`config.mk`:
```
export PLATFORM = sky130hd
export DESIGN_NAME = pmic_fault_status_serial_port
export DESIGN_NICKNAME = d
export VERILOG_FILES = /design/src/design/pmic_port_pkg.sv /design/src/design/pmic_fault_status_serial_port.sv
export SDC_FILE = /design/constraint.sdc
export NUM_CORES = 1
export LEC_CHECK = 0
export ABC_AREA = 1
export BUFFER_PORTS_ARGS = -buffer_cell sky130_fd_sc_hd__buf_2
export CAP_MARGIN = 10
export CELL_PAD_IN_SITES_DETAIL_PLACEMENT = 0
export CELL_PAD_IN_SITES_GLOBAL_PLACEMENT = 1
export CORE_MARGIN = 3
export CORE_UTILIZATION = 47
export CTS_CLUSTER_SIZE = 24
export DETAILED_ROUTE_END_ITERATION = 12
export HOLD_SLACK_MARGIN = 0.12
export PLACE_DENSITY_LB_ADDON = 0.1
export SYNTH_ARGS = -nofsm -noshare
export SYNTH_HDL_FRONTEND = slang
export SYNTH_SLANG_ARGS = --single-unit
```
`constraint.sdc`:
```
create_clock -name clk -period 5.1 [get_ports clk]
set_clock_uncertainty 0.2 [all_clocks]
set_input_delay 0.255 -clock clk [delete_from_list [all_inputs] [get_ports clk]]
set_output_delay 0.255 -clock clk [all_outputs]
set_load 0.01 [all_outputs]
```
`src/design/pmic_port_pkg.sv`:
```
// constants for the power-management serial control port
package pmic_port_pkg;
  localparam logic [6:0] DEV_ADDR        = 7'h34;
  localparam int         NUM_CMD_REGS    = 14;
  localparam logic [7:0] SUB_SCR1        = 8'h07;
  localparam logic [7:0] SUB_REGULATOR_ENABLE_REG        = 8'h10;
  localparam logic [7:0] SUB_STARTUP_CONTROL_REG        = 8'h12;
  localparam logic [7:0] SUB_STATUS      = 8'h02;
  localparam logic [7:0] SUB_CLEAR_ALERT = 8'h21;
  localparam logic [7:0] SUB_TABLE [NUM_CMD_REGS] = '{
    8'h07, 8'h10, 8'h12, 8'h20, 8'h23, 8'h24, 8'h25, 8'h26,
    8'h27, 8'h28, 8'h29, 8'h2a, 8'h32, 8'h33};
  localparam logic [7:0] CMD_RESET_VAL   = 8'h00;
  localparam logic [7:0] STATUS_RESET    = 8'h00;
  localparam int BIT_PG_TIMEOUT          = 3;
  localparam int BIT_UV_WARN             = 4;
  localparam int BIT_UV_FAULT            = 5;
  localparam int BIT_THERM_WARN          = 6;
  localparam int BIT_THERM_FAULT         = 7;
  localparam int BIT_SW_CONTROL          = 7;
  localparam int BIT_PG_MASK             = 7;
  localparam int CLK_MHZ                 = 200;
  localparam int INHIBIT_MS              = 1000;
  localparam int PG_TIMEOUT_MS           = 14;
  localparam int INHIBIT_CYCLES          = INHIBIT_MS * 1000 * CLK_MHZ;
  localparam int PG_TIMEOUT_CYCLES       = PG_TIMEOUT_MS * 1000 * CLK_MHZ;
  localparam int FILTER_CYCLES           = 10;
  typedef enum logic [2:0] {
    BUS_IDLE, BUS_ADDR, BUS_SUB, BUS_DATA, BUS_READ, BUS_IGNORE
  } bus_state_t;
  typedef enum logic [1:0] {PB_ON, PB_POWER_DOWN, PB_POWER_OFF} pb_state_t;
endpackage : pmic_port_pkg

```
`src/design/pmic_fault_status_serial_port.sv`:
```
// serial control port with fault latching, alert and hard shutdown
// Operation
// - status bit4 undervoltage warning, bit6 thermal warning
// - fault latches alert low, sets bit 3/5/7
// - warning holds until clear and condition gone
// - fault alert holds until clear command
// - fault bit holds after clear for condition time plus inhibit
// - fault forces shutdown, clears enable register
// - fault: power down until one second after the fault goes, then off
// - re-enable blocked until fault gone and timeout
// - then power_on_request raises wake, pins obeyed
// - interface supply lockout resets everything
// - works to 400 kHz, glitch filters
// - eight bits MSB first plus acknowledge
// - acknowledge address, sub-address, data; SDA released in the read byte's ack slot
// - device holds SDA low through ack clock
// - write address 0x68, read address 0x69
// - write is sub-address then data, repeatable
// - data into holding latch at its acknowledge
// - holding latches commit only on stop
// - read returns addressed register eight bits
// - read pointer kept until new sub-address
// - reads before stop return holding latches
// - software bit overrides pins, else ORed
// - power good low 14 ms faults unless masked
module pmic_fault_status_serial_port
  import pmic_port_pkg::*;
#(
  parameter int INHIBIT_CNT = INHIBIT_CYCLES,
  parameter int PG_CNT      = PG_TIMEOUT_CYCLES
) (
  // clock, reset (reset_n driven by interface-supply lockout), enable
  input  wire logic       clk,
  input  wire logic       reset_n,
  input  wire logic       clk_en,
  // serial bus
  input  wire logic       scl_in,
  input  wire logic       sda_in,
  output logic            sda_out,
  output logic            sda_oe,
  // monitor conditions
  input  wire logic       uv_warn_in,
  input  wire logic       uv_fault_in,
  input  wire logic       therm_warn_in,
  input  wire logic       therm_fault_in,
  input  wire logic       power_good_in,
  input  wire logic       power_on_request,
  input  wire logic [6:0] enable_pins,
  // outputs
  output logic            alert_n,
  output logic            system_wake_out,
  output logic [6:0]      regulator_enable,
  output logic [7:0]      fault_event_status,
  output logic [1:0]      pb_state
);
  localparam int CW = 32;
  typedef struct packed {
    logic [1:0]  scl_sync;
    logic [1:0]  sda_sync;
    logic [3:0]  scl_cnt;
    logic [3:0]  sda_cnt;
    logic        scl_f;
    logic        sda_f;
    bus_state_t  bus;
    logic [3:0]  bit_cnt;
    logic [7:0]  shift;
    logic        ack;
    logic        wrote;
    logic [7:0]  ptr;
    logic [7:0]  rd_byte;
    logic        sda_low;
    logic [NUM_CMD_REGS*8-1:0] hold;
    logic [NUM_CMD_REGS*8-1:0] cmd;
    logic        clear_pend;
    logic [7:0]  status;
    logic        alert;
    logic        fault_act;
    pb_state_t   pb;
    logic [CW-1:0] inh_cnt;
    logic [CW-1:0] pg_cnt;
    logic        pg_tripped;
    logic        wake;
    logic [6:0]  reg_en;
  } state_t;
  state_t q, d;

  function automatic int sub_index(input logic [7:0] sub);
    int r;
    r = -1;
    for (int i = 0; i < NUM_CMD_REGS; i++) begin
      if (SUB_TABLE[i] == sub) begin
        r = i;
      end
    end
    return r;
  endfunction

  logic scl_rise, scl_fall, start_c, stop_c;
  logic [7:0] new_byte, regulator_enable_reg;
  int idx;
  logic fault_now;

  always_comb begin
    d = q;
    idx = 0;
    new_byte = 8'h00;
    // two-flop sync then a counting filter rejects short glitches
    d.scl_sync = {q.scl_sync[0], scl_in};
    d.sda_sync = {q.sda_sync[0], sda_in};
    if (q.scl_sync[1] == q.scl_f) begin
      d.scl_cnt = 4'h0;
    end else if (q.scl_cnt == 4'(FILTER_CYCLES - 1)) begin
      d.scl_f = q.scl_sync[1];
      d.scl_cnt = 4'h0;
    end else begin
      d.scl_cnt = q.scl_cnt + 4'h1;
    end
    if (q.sda_sync[1] == q.sda_f) begin
      d.sda_cnt = 4'h0;
    end else if (q.sda_cnt == 4'(FILTER_CYCLES - 1)) begin
      d.sda_f = q.sda_sync[1];
      d.sda_cnt = 4'h0;
    end else begin
      d.sda_cnt = q.sda_cnt + 4'h1;
    end
    scl_rise = d.scl_f & ~q.scl_f;
    scl_fall = ~d.scl_f & q.scl_f;
    start_c = q.scl_f & d.scl_f & q.sda_f & ~d.sda_f;
    stop_c = q.scl_f & d.scl_f & ~q.sda_f & d.sda_f;
    // serial protocol
    if (start_c) begin
      d.bus = BUS_ADDR;
      // the scl fall that closes the start wraps this to zero before bit 7
      d.bit_cnt = 4'hf;
      d.ack = 1'b0;
      d.sda_low = 1'b0;
    end else if (stop_c) begin
      d.bus = BUS_IDLE;
      d.sda_low = 1'b0;
      if (q.wrote) begin
        d.cmd = q.hold;
        d.wrote = 1'b0;
      end
    end else if (q.bus != BUS_IDLE && q.bus != BUS_IGNORE) begin
      if (scl_rise && !q.ack && q.bus != BUS_READ) begin
        d.shift = {q.shift[6:0], q.sda_f};
      end
      if (scl_fall) begin
        if (q.ack) begin
          d.ack = 1'b0;
          d.bit_cnt = 4'h0;
          d.sda_low = 1'b0;
          if (q.bus == BUS_READ) begin
            d.sda_low = ~q.rd_byte[7];
          end
        end else if (q.bit_cnt == 4'd7) begin
          new_byte = q.shift;
          d.ack = 1'b1;
          d.sda_low = 1'b1;
          unique case (q.bus)
            BUS_ADDR: begin
              if (new_byte[7:1] != DEV_ADDR) begin
                d.bus = BUS_IGNORE;
                d.sda_low = 1'b0;
                d.ack = 1'b0;
              end else if (new_byte[0]) begin
                d.bus = BUS_READ;
                idx = sub_index(q.ptr);
                if (q.ptr == SUB_STATUS) begin
                  d.rd_byte = q.status;
                end else if (idx >= 0) begin
                  d.rd_byte = q.hold[idx*8 +: 8];
                end else begin
                  d.rd_byte = 8'h00;
                end
              end else begin
                d.bus = BUS_SUB;
              end
            end
            BUS_SUB: begin
              d.ptr = new_byte;
              d.bus = BUS_DATA;
              if (new_byte == SUB_CLEAR_ALERT) begin
                d.clear_pend = 1'b1;
              end
            end
            BUS_DATA: begin
              idx = sub_index(q.ptr);
              if (idx >= 0) begin
                d.hold[idx*8 +: 8] = new_byte;
                d.wrote = 1'b1;
              end
              d.bus = BUS_SUB;
            end
            BUS_READ: begin
              d.ack = 1'b0;
              d.sda_low = 1'b0;
            end
            default: d.bus = BUS_IGNORE;
          endcase
        end else begin
          d.bit_cnt = q.bit_cnt + 4'h1;
          if (q.bus == BUS_READ) begin
            d.rd_byte = {q.rd_byte[6:0], 1'b0};
            d.sda_low = ~q.rd_byte[6];
            if (q.bit_cnt == 4'd7) begin
              d.sda_low = 1'b0;
            end
          end
        end
      end
      if (q.bus == BUS_READ && scl_fall && q.bit_cnt == 4'd7 && !q.ack) begin
        d.sda_low = 1'b0;
      end
    end
    // fault and warning events
    regulator_enable_reg = q.cmd[8 +: 8];
    d.pg_cnt = power_good_in ? '0 : (q.pg_cnt == CW'(PG_CNT) ? q.pg_cnt : q.pg_cnt + 1'b1);
    d.pg_tripped = (q.pg_cnt == CW'(PG_CNT)) & ~q.cmd[16 + BIT_PG_MASK];
    fault_now = uv_fault_in | therm_fault_in | q.pg_tripped;
    if (q.clear_pend && !d.wrote) begin
      d.clear_pend = 1'b0;
      d.alert = 1'b0;
      if (!uv_warn_in) d.status[BIT_UV_WARN] = 1'b0;
      if (!therm_warn_in) d.status[BIT_THERM_WARN] = 1'b0;
    end
    // fault bits drop only once cleared, timed out and condition gone
    // power down spans the inhibit time; off or on again means it is over
    if (!q.alert && q.pb != PB_POWER_DOWN && !fault_now) begin
      d.status[BIT_PG_TIMEOUT] = 1'b0;
      d.status[BIT_UV_FAULT] = 1'b0;
      d.status[BIT_THERM_FAULT] = 1'b0;
    end
    // setting wins over clearing
    if (uv_warn_in) d.status[BIT_UV_WARN] = 1'b1;
    if (therm_warn_in) d.status[BIT_THERM_WARN] = 1'b1;
    if (uv_warn_in | therm_warn_in) d.alert = 1'b1;
    if (q.pg_tripped) d.status[BIT_PG_TIMEOUT] = 1'b1;
    if (uv_fault_in) d.status[BIT_UV_FAULT] = 1'b1;
    if (therm_fault_in) d.status[BIT_THERM_FAULT] = 1'b1;
    if (fault_now) begin
      d.alert = 1'b1;
      d.fault_act = 1'b1;
      d.pb = PB_POWER_DOWN;
      d.inh_cnt = '0;
      d.cmd[8 +: 8] = 8'h00;
      d.hold[8 +: 8] = 8'h00;
    end else if (q.pb == PB_POWER_DOWN) begin
      if (q.inh_cnt == CW'(INHIBIT_CNT - 1)) begin
        d.pb = PB_POWER_OFF;
      end else begin
        d.inh_cnt = q.inh_cnt + 1'b1;
      end
    end else if (q.pb == PB_POWER_OFF && power_on_request) begin
      d.pb = PB_ON;
      d.fault_act = 1'b0;
    end
    if (!power_on_request && !q.fault_act) begin
      d.cmd[8 +: 8] = 8'h00;
    end
    // regulator enables
    // next-state view so enables drop in the same edge as the fault latches
    if (d.fault_act || d.pb != PB_ON) begin
      d.reg_en = 7'h00;
      d.wake = 1'b0;
    end else begin
      d.wake = power_on_request;
      d.reg_en = regulator_enable_reg[BIT_SW_CONTROL] ? regulator_enable_reg[6:0] : (regulator_enable_reg[6:0] | enable_pins);
    end
  end

  always_ff @(posedge clk or negedge reset_n) begin
    if (!reset_n) begin
      q <= '0;
      q.scl_sync <= 2'h3;
      q.sda_sync <= 2'h3;
      q.scl_f <= 1'b1;
      q.sda_f <= 1'b1;
      q.bus <= BUS_IDLE;
      q.pb <= PB_POWER_OFF;
    end else if (clk_en) begin
      q <= d;
    end
  end

  assign sda_out = 1'b0;
  assign sda_oe = q.sda_low;
  assign alert_n = ~q.alert;
  assign system_wake_out = q.wake;
  assign regulator_enable = q.reg_en;
  assign fault_event_status = q.status;
  assign pb_state = q.pb;

  AST_FAULT_ALERT: assert property (@(posedge clk) disable iff (!reset_n)
    clk_en && therm_fault_in |=> !alert_n && fault_event_status[BIT_THERM_FAULT])
    else $error("fault did not latch alert");
  AST_SHUTDOWN: assert property (@(posedge clk) disable iff (!reset_n)
    clk_en && uv_fault_in |=> ##1 regulator_enable == 7'h00 && !system_wake_out)
    else $error("fault did not shut down");
  AST_WARN: assert property (@(posedge clk) disable iff (!reset_n)
    clk_en && uv_warn_in |=> fault_event_status[BIT_UV_WARN])
    else $error("warning not latched");
  AST_ALERT_HOLD: assert property (@(posedge clk) disable iff (!reset_n)
    !alert_n && !q.clear_pend |=> !alert_n)
    else $error("alert dropped without clear");
  AST_PB_DOWN: assert property (@(posedge clk) disable iff (!reset_n)
    clk_en && fault_now |=> pb_state == PB_POWER_DOWN)
    else $error("not in power down after fault");
  AST_ACK_HOLD: assert property (@(posedge clk) disable iff (!reset_n)
    q.ack && q.bus != BUS_READ && !scl_fall && !start_c && !stop_c |=> sda_oe)
    else $error("ack released early");
  AST_IGNORE: assert property (@(posedge clk) disable iff (!reset_n)
    q.bus == BUS_IGNORE |-> !sda_oe)
    else $error("drove bus while ignoring");
  AST_NO_REENABLE: assert property (@(posedge clk) disable iff (!reset_n)
    pb_state == PB_POWER_DOWN |-> regulator_enable == 7'h00)
    else $error("regulator on during inhibit");
endmodule // pmic_fault_status_serial_port

```
# ---- Word-level counts from Yosys, hierarchy flattened
# Cells that the tools add are included.
dict set report op_classes {
  add_sub_neg 6
  multipliers 0
  div 0
  magnitude_cmp 2
  eq_ne 52
  n_shift 3
  muxes 126
  n_bitwise 23
  n_reduce_logical 66
}
# cell n
set ops {}
lappend ops {{$mux 32} 34}
lappend ops {{$mux 112} 6}
lappend ops {{$mux 146} 1}
lappend ops {{$mux 131} 1}
lappend ops {{$mux 129} 1}
lappend ops {{$bwmux 112} 1}
lappend ops {{$shift 8x33->112 const A} 1}
lappend ops {{$shiftx 112x32->8} 1}
lappend ops {{$shiftx 8x33->112} 1}
lappend ops {{$eq 6x8->1 const A} 11}
lappend ops {{$mux 8} 11}
lappend ops {{$add 32x1->32 const B} 2}
lappend ops {{$ge 32x1->1 const B} 2}
lappend ops {{$mux 9} 7}
lappend ops {{$mux 10} 6}
lappend ops {{$reduce_bool 2->1} 19}
lappend ops {{$mux 35} 1}
lappend ops {{$mux 17} 2}
lappend ops {{$mux 1} 33}
lappend ops {{$neg 32->33} 1}
lappend ops {{$eq 32x22->1 const B} 1}
lappend ops {{$eq 32x28->1 const B} 1}
lappend ops {{$mux 16} 2}
lappend ops {{$reduce_and 9->1} 3}
lappend ops {{other kinds (45)} 129}
dict set report word_totals {
  register_bits 355
  latch_bits 0
  mem_bits_rw 0
  rom_bits 0
  inputBits 18
  output_inout_bits 21
  wordCells 310
  mem_count 0
}

# ---- Logic depth before layout (Yosys ltp)
dict set report logic_depth {
  depth_word 47
  depth_mapped 28
  mapped_depth_nobuf 26
}

# ---- Worst setup path after synthesis
# OpenSTA, ideal clock, no wires.
dict set report synth_path {
  path_type {reg2reg}
  from {reg q[326] (netlist name)}
  to {reg q[206] (netlist name)}
  setup_time_ns 0.128
  arrival_time_ns 3.739
  required_time_ns 4.772
  setup_slack_ns 1.033
  path_stages_with_launch 25
  path_buffers 2
  synth_period_minus_slack_ns 4.067
  path_cell_list {dfrtp_1 nor2_2 nand2_1 nor3_2 nand3_1 nand3_2 buf_1 buf_2 ha_1 nand2_1 ha_1 nor4_1 nand2_1 o21ai_0 nand2_1 nor2_1 nand2_1 nor2_1 nand2_1 nor2_1 nand2_1 nand2_1 nand2_1 nand2_1 o21ai_0}
}
dict set report synth_via {
  elab_chain_cells 34
  elab_cells_between_ends 51
  cone_classes {add/sub (1); order compare (1); eq/ne (14); shift (2); mux (31); reduce/logical (2)}
}
# element line
set synth_lines {}
lappend synth_lines {{start, declared} pmic_fault_status_serial_port.sv:85} ;# state_t q, d;
lappend synth_lines {{$eq 3x8->1} pmic_fault_status_serial_port.sv:91} ;# if (SUB_TABLE[i] == sub) begin
lappend synth_lines {{$mux 32} pmic_fault_status_serial_port.sv:91}
lappend synth_lines {{$mux 32} -}
lappend synth_lines {{$mux 32 (4 in series)} pmic_fault_status_serial_port.sv:91}
lappend synth_lines {{$mux 32 (2 in series)} -}
lappend synth_lines {{$mux 32 (2 in series)} pmic_fault_status_serial_port.sv:91}
lappend synth_lines {{$mux 32 (2 in series)} -}
lappend synth_lines {{$mux 32} pmic_fault_status_serial_port.sv:91}
lappend synth_lines {{(+12 left out)} -}
lappend synth_lines {{$mux 112} pmic_fault_status_serial_port.sv:160} ;# unique case (q.bus)
lappend synth_lines {{$mux 112} pmic_fault_status_serial_port.sv:156} ;# end else if (q.bit_cnt == 4'd7) begin
lappend synth_lines {{$mux 112} pmic_fault_status_serial_port.sv:149} ;# if (q.ack) begin
lappend synth_lines {{$mux 131} pmic_fault_status_serial_port.sv:148} ;# if (scl_fall) begin
lappend synth_lines {{$mux 146} pmic_fault_status_serial_port.sv:144} ;# end else if (q.bus != BUS_IDLE && q.bus != BUS_IGNORE) begin
lappend synth_lines {{$mux 16} pmic_fault_status_serial_port.sv:137} ;# end else if (stop_c) begin
lappend synth_lines {{$mux 129} pmic_fault_status_serial_port.sv:131} ;# if (start_c) begin
lappend synth_lines {{$mux 8} pmic_fault_status_serial_port.sv:241} ;# if (fault_now) begin
# Every way passes the cells marked *; elsewhere a longest branch is shown, timed or not. The select of a mux whose other input is x is not followed.
# A chain may end at the register's enable or synchronous reset.

# ---- Final worst setup path
dict set report layout_path {
  from {reg q[326] (netlist name)}
  to {reg q[254] (netlist name)}
}
dict set report layout_via {
  elab_chain_cells 25
  elab_cells_between_ends 41
  cone_classes {add/sub (1); order compare (1); eq/ne (14); shift (2); mux (22); reduce/logical (1)}
}
# element line
set layout_lines {}
lappend layout_lines {{$eq 3x8->1} pmic_fault_status_serial_port.sv:91}
lappend layout_lines {{$mux 32} pmic_fault_status_serial_port.sv:91}
lappend layout_lines {{$mux 32} -}
lappend layout_lines {{$mux 32 (4 in series)} pmic_fault_status_serial_port.sv:91}
lappend layout_lines {{$mux 32 (2 in series)} -}
lappend layout_lines {{$mux 32 (2 in series)} pmic_fault_status_serial_port.sv:91}
lappend layout_lines {{$mux 32 (2 in series)} -}
lappend layout_lines {{$mux 32} pmic_fault_status_serial_port.sv:91}
lappend layout_lines {{(+3 left out)} -}
lappend layout_lines {{$mux 32 (*)} pmic_fault_status_serial_port.sv:149}
lappend layout_lines {{$mux 32 (*)} pmic_fault_status_serial_port.sv:148}
lappend layout_lines {{$mux 32 (*)} pmic_fault_status_serial_port.sv:144}
lappend layout_lines {{$mux 32 (*)} pmic_fault_status_serial_port.sv:137}
lappend layout_lines {{$mux 32 (*)} pmic_fault_status_serial_port.sv:131}
lappend layout_lines {{$neg 32->33} pmic_fault_status_serial_port.sv:190} ;# d.hold[idx*8 +: 8] = new_byte;
lappend layout_lines {{$shiftx 8x33->112 or $shift 8x33->112 (tied branches)} pmic_fault_status_serial_port.sv:190}
lappend layout_lines {{$bwmux 112} pmic_fault_status_serial_port.sv:190}
# Marks and branches as above.

==> metrics.cfg <==
[outcome]
status = finished, final reports clean

[layout]
largest_reg_flops = 234
num_antenna_cells = 0
final_cell_mix = nand2_1 (431), dfrtp_1 (245), inv_1 (218)
nets = 1933
area_growth_pct = 12.22
fillerInstances = 2864
mostFrequentLayoutCell = nand2_1
drive_gt1_share_pct = 8.000

[yosys]
synthArstFlopShare_pct = 100.0
yosysTopAreaCell = dfrtp_1
synthTopCellsByArea = dfrtp_1 (43%), nand2_1 (11%), o21ai_0 (6.4%)
ys_types = 44
netlist_area_mm2 = 0.01411
synth_edf_count = 0
ys_ff_latch = 252
synth_seq_area_share_pct = 44.74
synth_top_area_share_pct = 43.44
syn_inst = 1871
ys.flop_type = dfrtp_1
ys_warn_count = 0
syn_avg_cell_area_um2 = 7.543

[die]
dieArea_mm2 = 0.03214
die_h_um = 179.3
initial_core_util_pct = 48.39
rows = 62
ios = 39
die_w_um = 179.3
core_region_area_mm2 = 0.02917

[timing]
rsz0062_at_grt = no
timing.fmax_ghz = 0.2396
setup_viol = 0
period_share_pct = 81.84
fin_crit_ns = 4.174
slew_viol_final = 0
worst_pin_slew_ns = 1.067
hold_ws_ns = 0.07273
maxSlewHeadroom_pct = 28.88
tns_ns = 0
finalHoldViolations = 0

[place]
io_buffer_count = 34
gp_congestion = 0.9335
post-dp-hpwl_mm = 29.83

[routing]
wl_mm = 42.43
remaining_drc_errors = 0
antenna_left = 0
routed_via_density = 5.566
dr.pass1.iters = 6
drtIter0Drc = 1142
wl_per_cell_um = 18.38
route.vias.total = 12850

[worst_setup_path]
worst-setup-path-type = flip-flop to flip-flop
start_kind = flip-flop
path_max_fanout = 104
r2r_setup_slack_ns = 0.93
cp_data_arrival_time_ns = 4.40
endpoint_kind = flip-flop
cp.required_ns = 5.32

[clocking]
postCtsSetupBuffers = 0
clock_sinks = 252
root_buffer = clkbuf_16
cts_tree = built
cts_made_buffers = 30
clk_pin_slew_ns = 0.06
clk_path_buf_depth = 3
cts_resized = 0
htreeDepth = 1
insertion_delay_ns = 0.57
postCtsHoldBufs = 32

[power_and_ir_drop]
pwr_density_cell_mw_per_mm2 = 282.1
power_leakage_nw = 6.606
vdd_drop_max_mv = 0.2731

[global_routing]
grt_max_degree = 105
grt_pass1_wl_mm = 68.03
antenna_found_initial = 0
grt-ovfl-total = 0
grt_usage_pct = 26.74
grt_pass1_vias = 12260

[worst_hold_path]
hold_class = input pin to asynchronous set/reset pin

[job]
drv_cap = 0

==> worst max-delay path, cell delays in order, from the launching register on <==
cell     delay [ns]
dfrtp_1        0.39
nor2_2         0.19
nand2_1        0.18
nor3_2         0.19
nand3_1        0.28
nand3_4        0.16
buf_4          0.80
inv_2          0.54
nand2_1        0.34
nor2_1         0.07
nand3_1        0.46
o21ai_0        0.18
==> synthesized netlist by cell type, types with 3 or more instances <==
cell type and n:
inv_2 11, a21oi_1 53, xnor2_1 7, nand3_2 3
nor3_2 7, o211ai_1 22, dfrtp_1 245, o21ai_1 60
buf_1 5, nand4_1 65, buf_4 18, nor3_1 55
nor2_1 146, inv_1 218, buf_2 18, nor4_1 40
ha_1 14, xor2_1 30, o22ai_1 6, nand3_1 100
clkinv_1 4, a31oi_1 3, nand2_1 431, o21ai_0 180
dfstp_2 7, nand2_2 8, nor2_2 6, clkbuf_1 44
o21a_1 3, o31ai_1 40, o21bai_1 4
==> where the power goes <==
part | switching (mW) | internal (mW) | total (mW) | leakage, nW
Clock | 0.882 | 1.29 | 2.18 | 0.508
Combinational | 0.150 | 0.0681 | 0.219 | 2.81
Sequential | 0.0353 | 2.04 | 2.07 | 3.29
Total | 1.07 | 3.40 | 4.47 | 6.61
==> metal layers <==
layer  wire, um  global-route usage [%]  up-vias  share of wire (%)
met1      19340                   37.98     6100                 46
met2      19570                   42.87      382                 46
met3       2316                   3.643       72                5.5
li1           -                       -     6298                  -
met4       1197                   7.603        0                2.8
met5          0                       0        -                  0
==> logic make-up after synthesis <==
| kind of cell | count (synthesis) | share of synthesized area (%) |
|---|---|---|
| simple gates | 870 | 27.46 |
| compound gates | 377 | 14.86 |
| buf+inv | 319 | 9.176 |
| fa+ha+maj | 14 | 1.241 |
| other cells | 1 | 0.02657 |
| flops | 252 | 44.74 |
| xor+xnor | 38 | 2.491 |
==> through the flow <==
| stage | std cells | setup slack, ns | total power, mW | cell area [um2] | util, % |
|---|---|---|---|---|---|
| 3_3_place_gp | 2221 | 1.082 | 2.311 | 14500 | 49.71 |
| 6_report | 2309 | 0.9259 | 4.468 | 15840 | 54.30 |
| 5_1_grt | 2309 | 0.4414 | 4.654 | 15840 | 54.30 |
| 2_1_floorplan | 1874 | 1.033 | 2.220 | 14120 | - |
| 3_5_place_dp | 2221 | 1.003 | 2.314 | 14500 | 49.71 |
| 4_1_cts | 2309 | 0.9708 | 4.522 | 15840 | 54.30 |
==> worst paths after layout <==
kind / startpoint / to / cells after the start
worst max-delay path: q[326] / q[254] / 11
min in group clk: q[258] / q[258] / 2
worst max register to register: q[326] / q[254] / 11
worst min-delay path: reset_n / q[38] / 2
worst min register to register: q[258] / q[258] / 2
max in group asynchronous: reset_n / q[25] / 3
==> layout make-up <==
type | instances | area, um2 | share of cell area, %
Clock inverter | 16 | 150.1 | 0.9479
Multi-Input combinational cell | 1303 | 6525 | 41.20
Tap cell | 384 | 480.5 | 3.033
Inverter | 233 | 874.6 | 5.522
Clock buffer | 40 | 868.3 | 5.482
Timing Repair Buffer | 81 | 625.6 | 3.950
Sequential cell | 252 | 6315 | 39.87
Note: power is estimated with default switching activity, not from simulation.
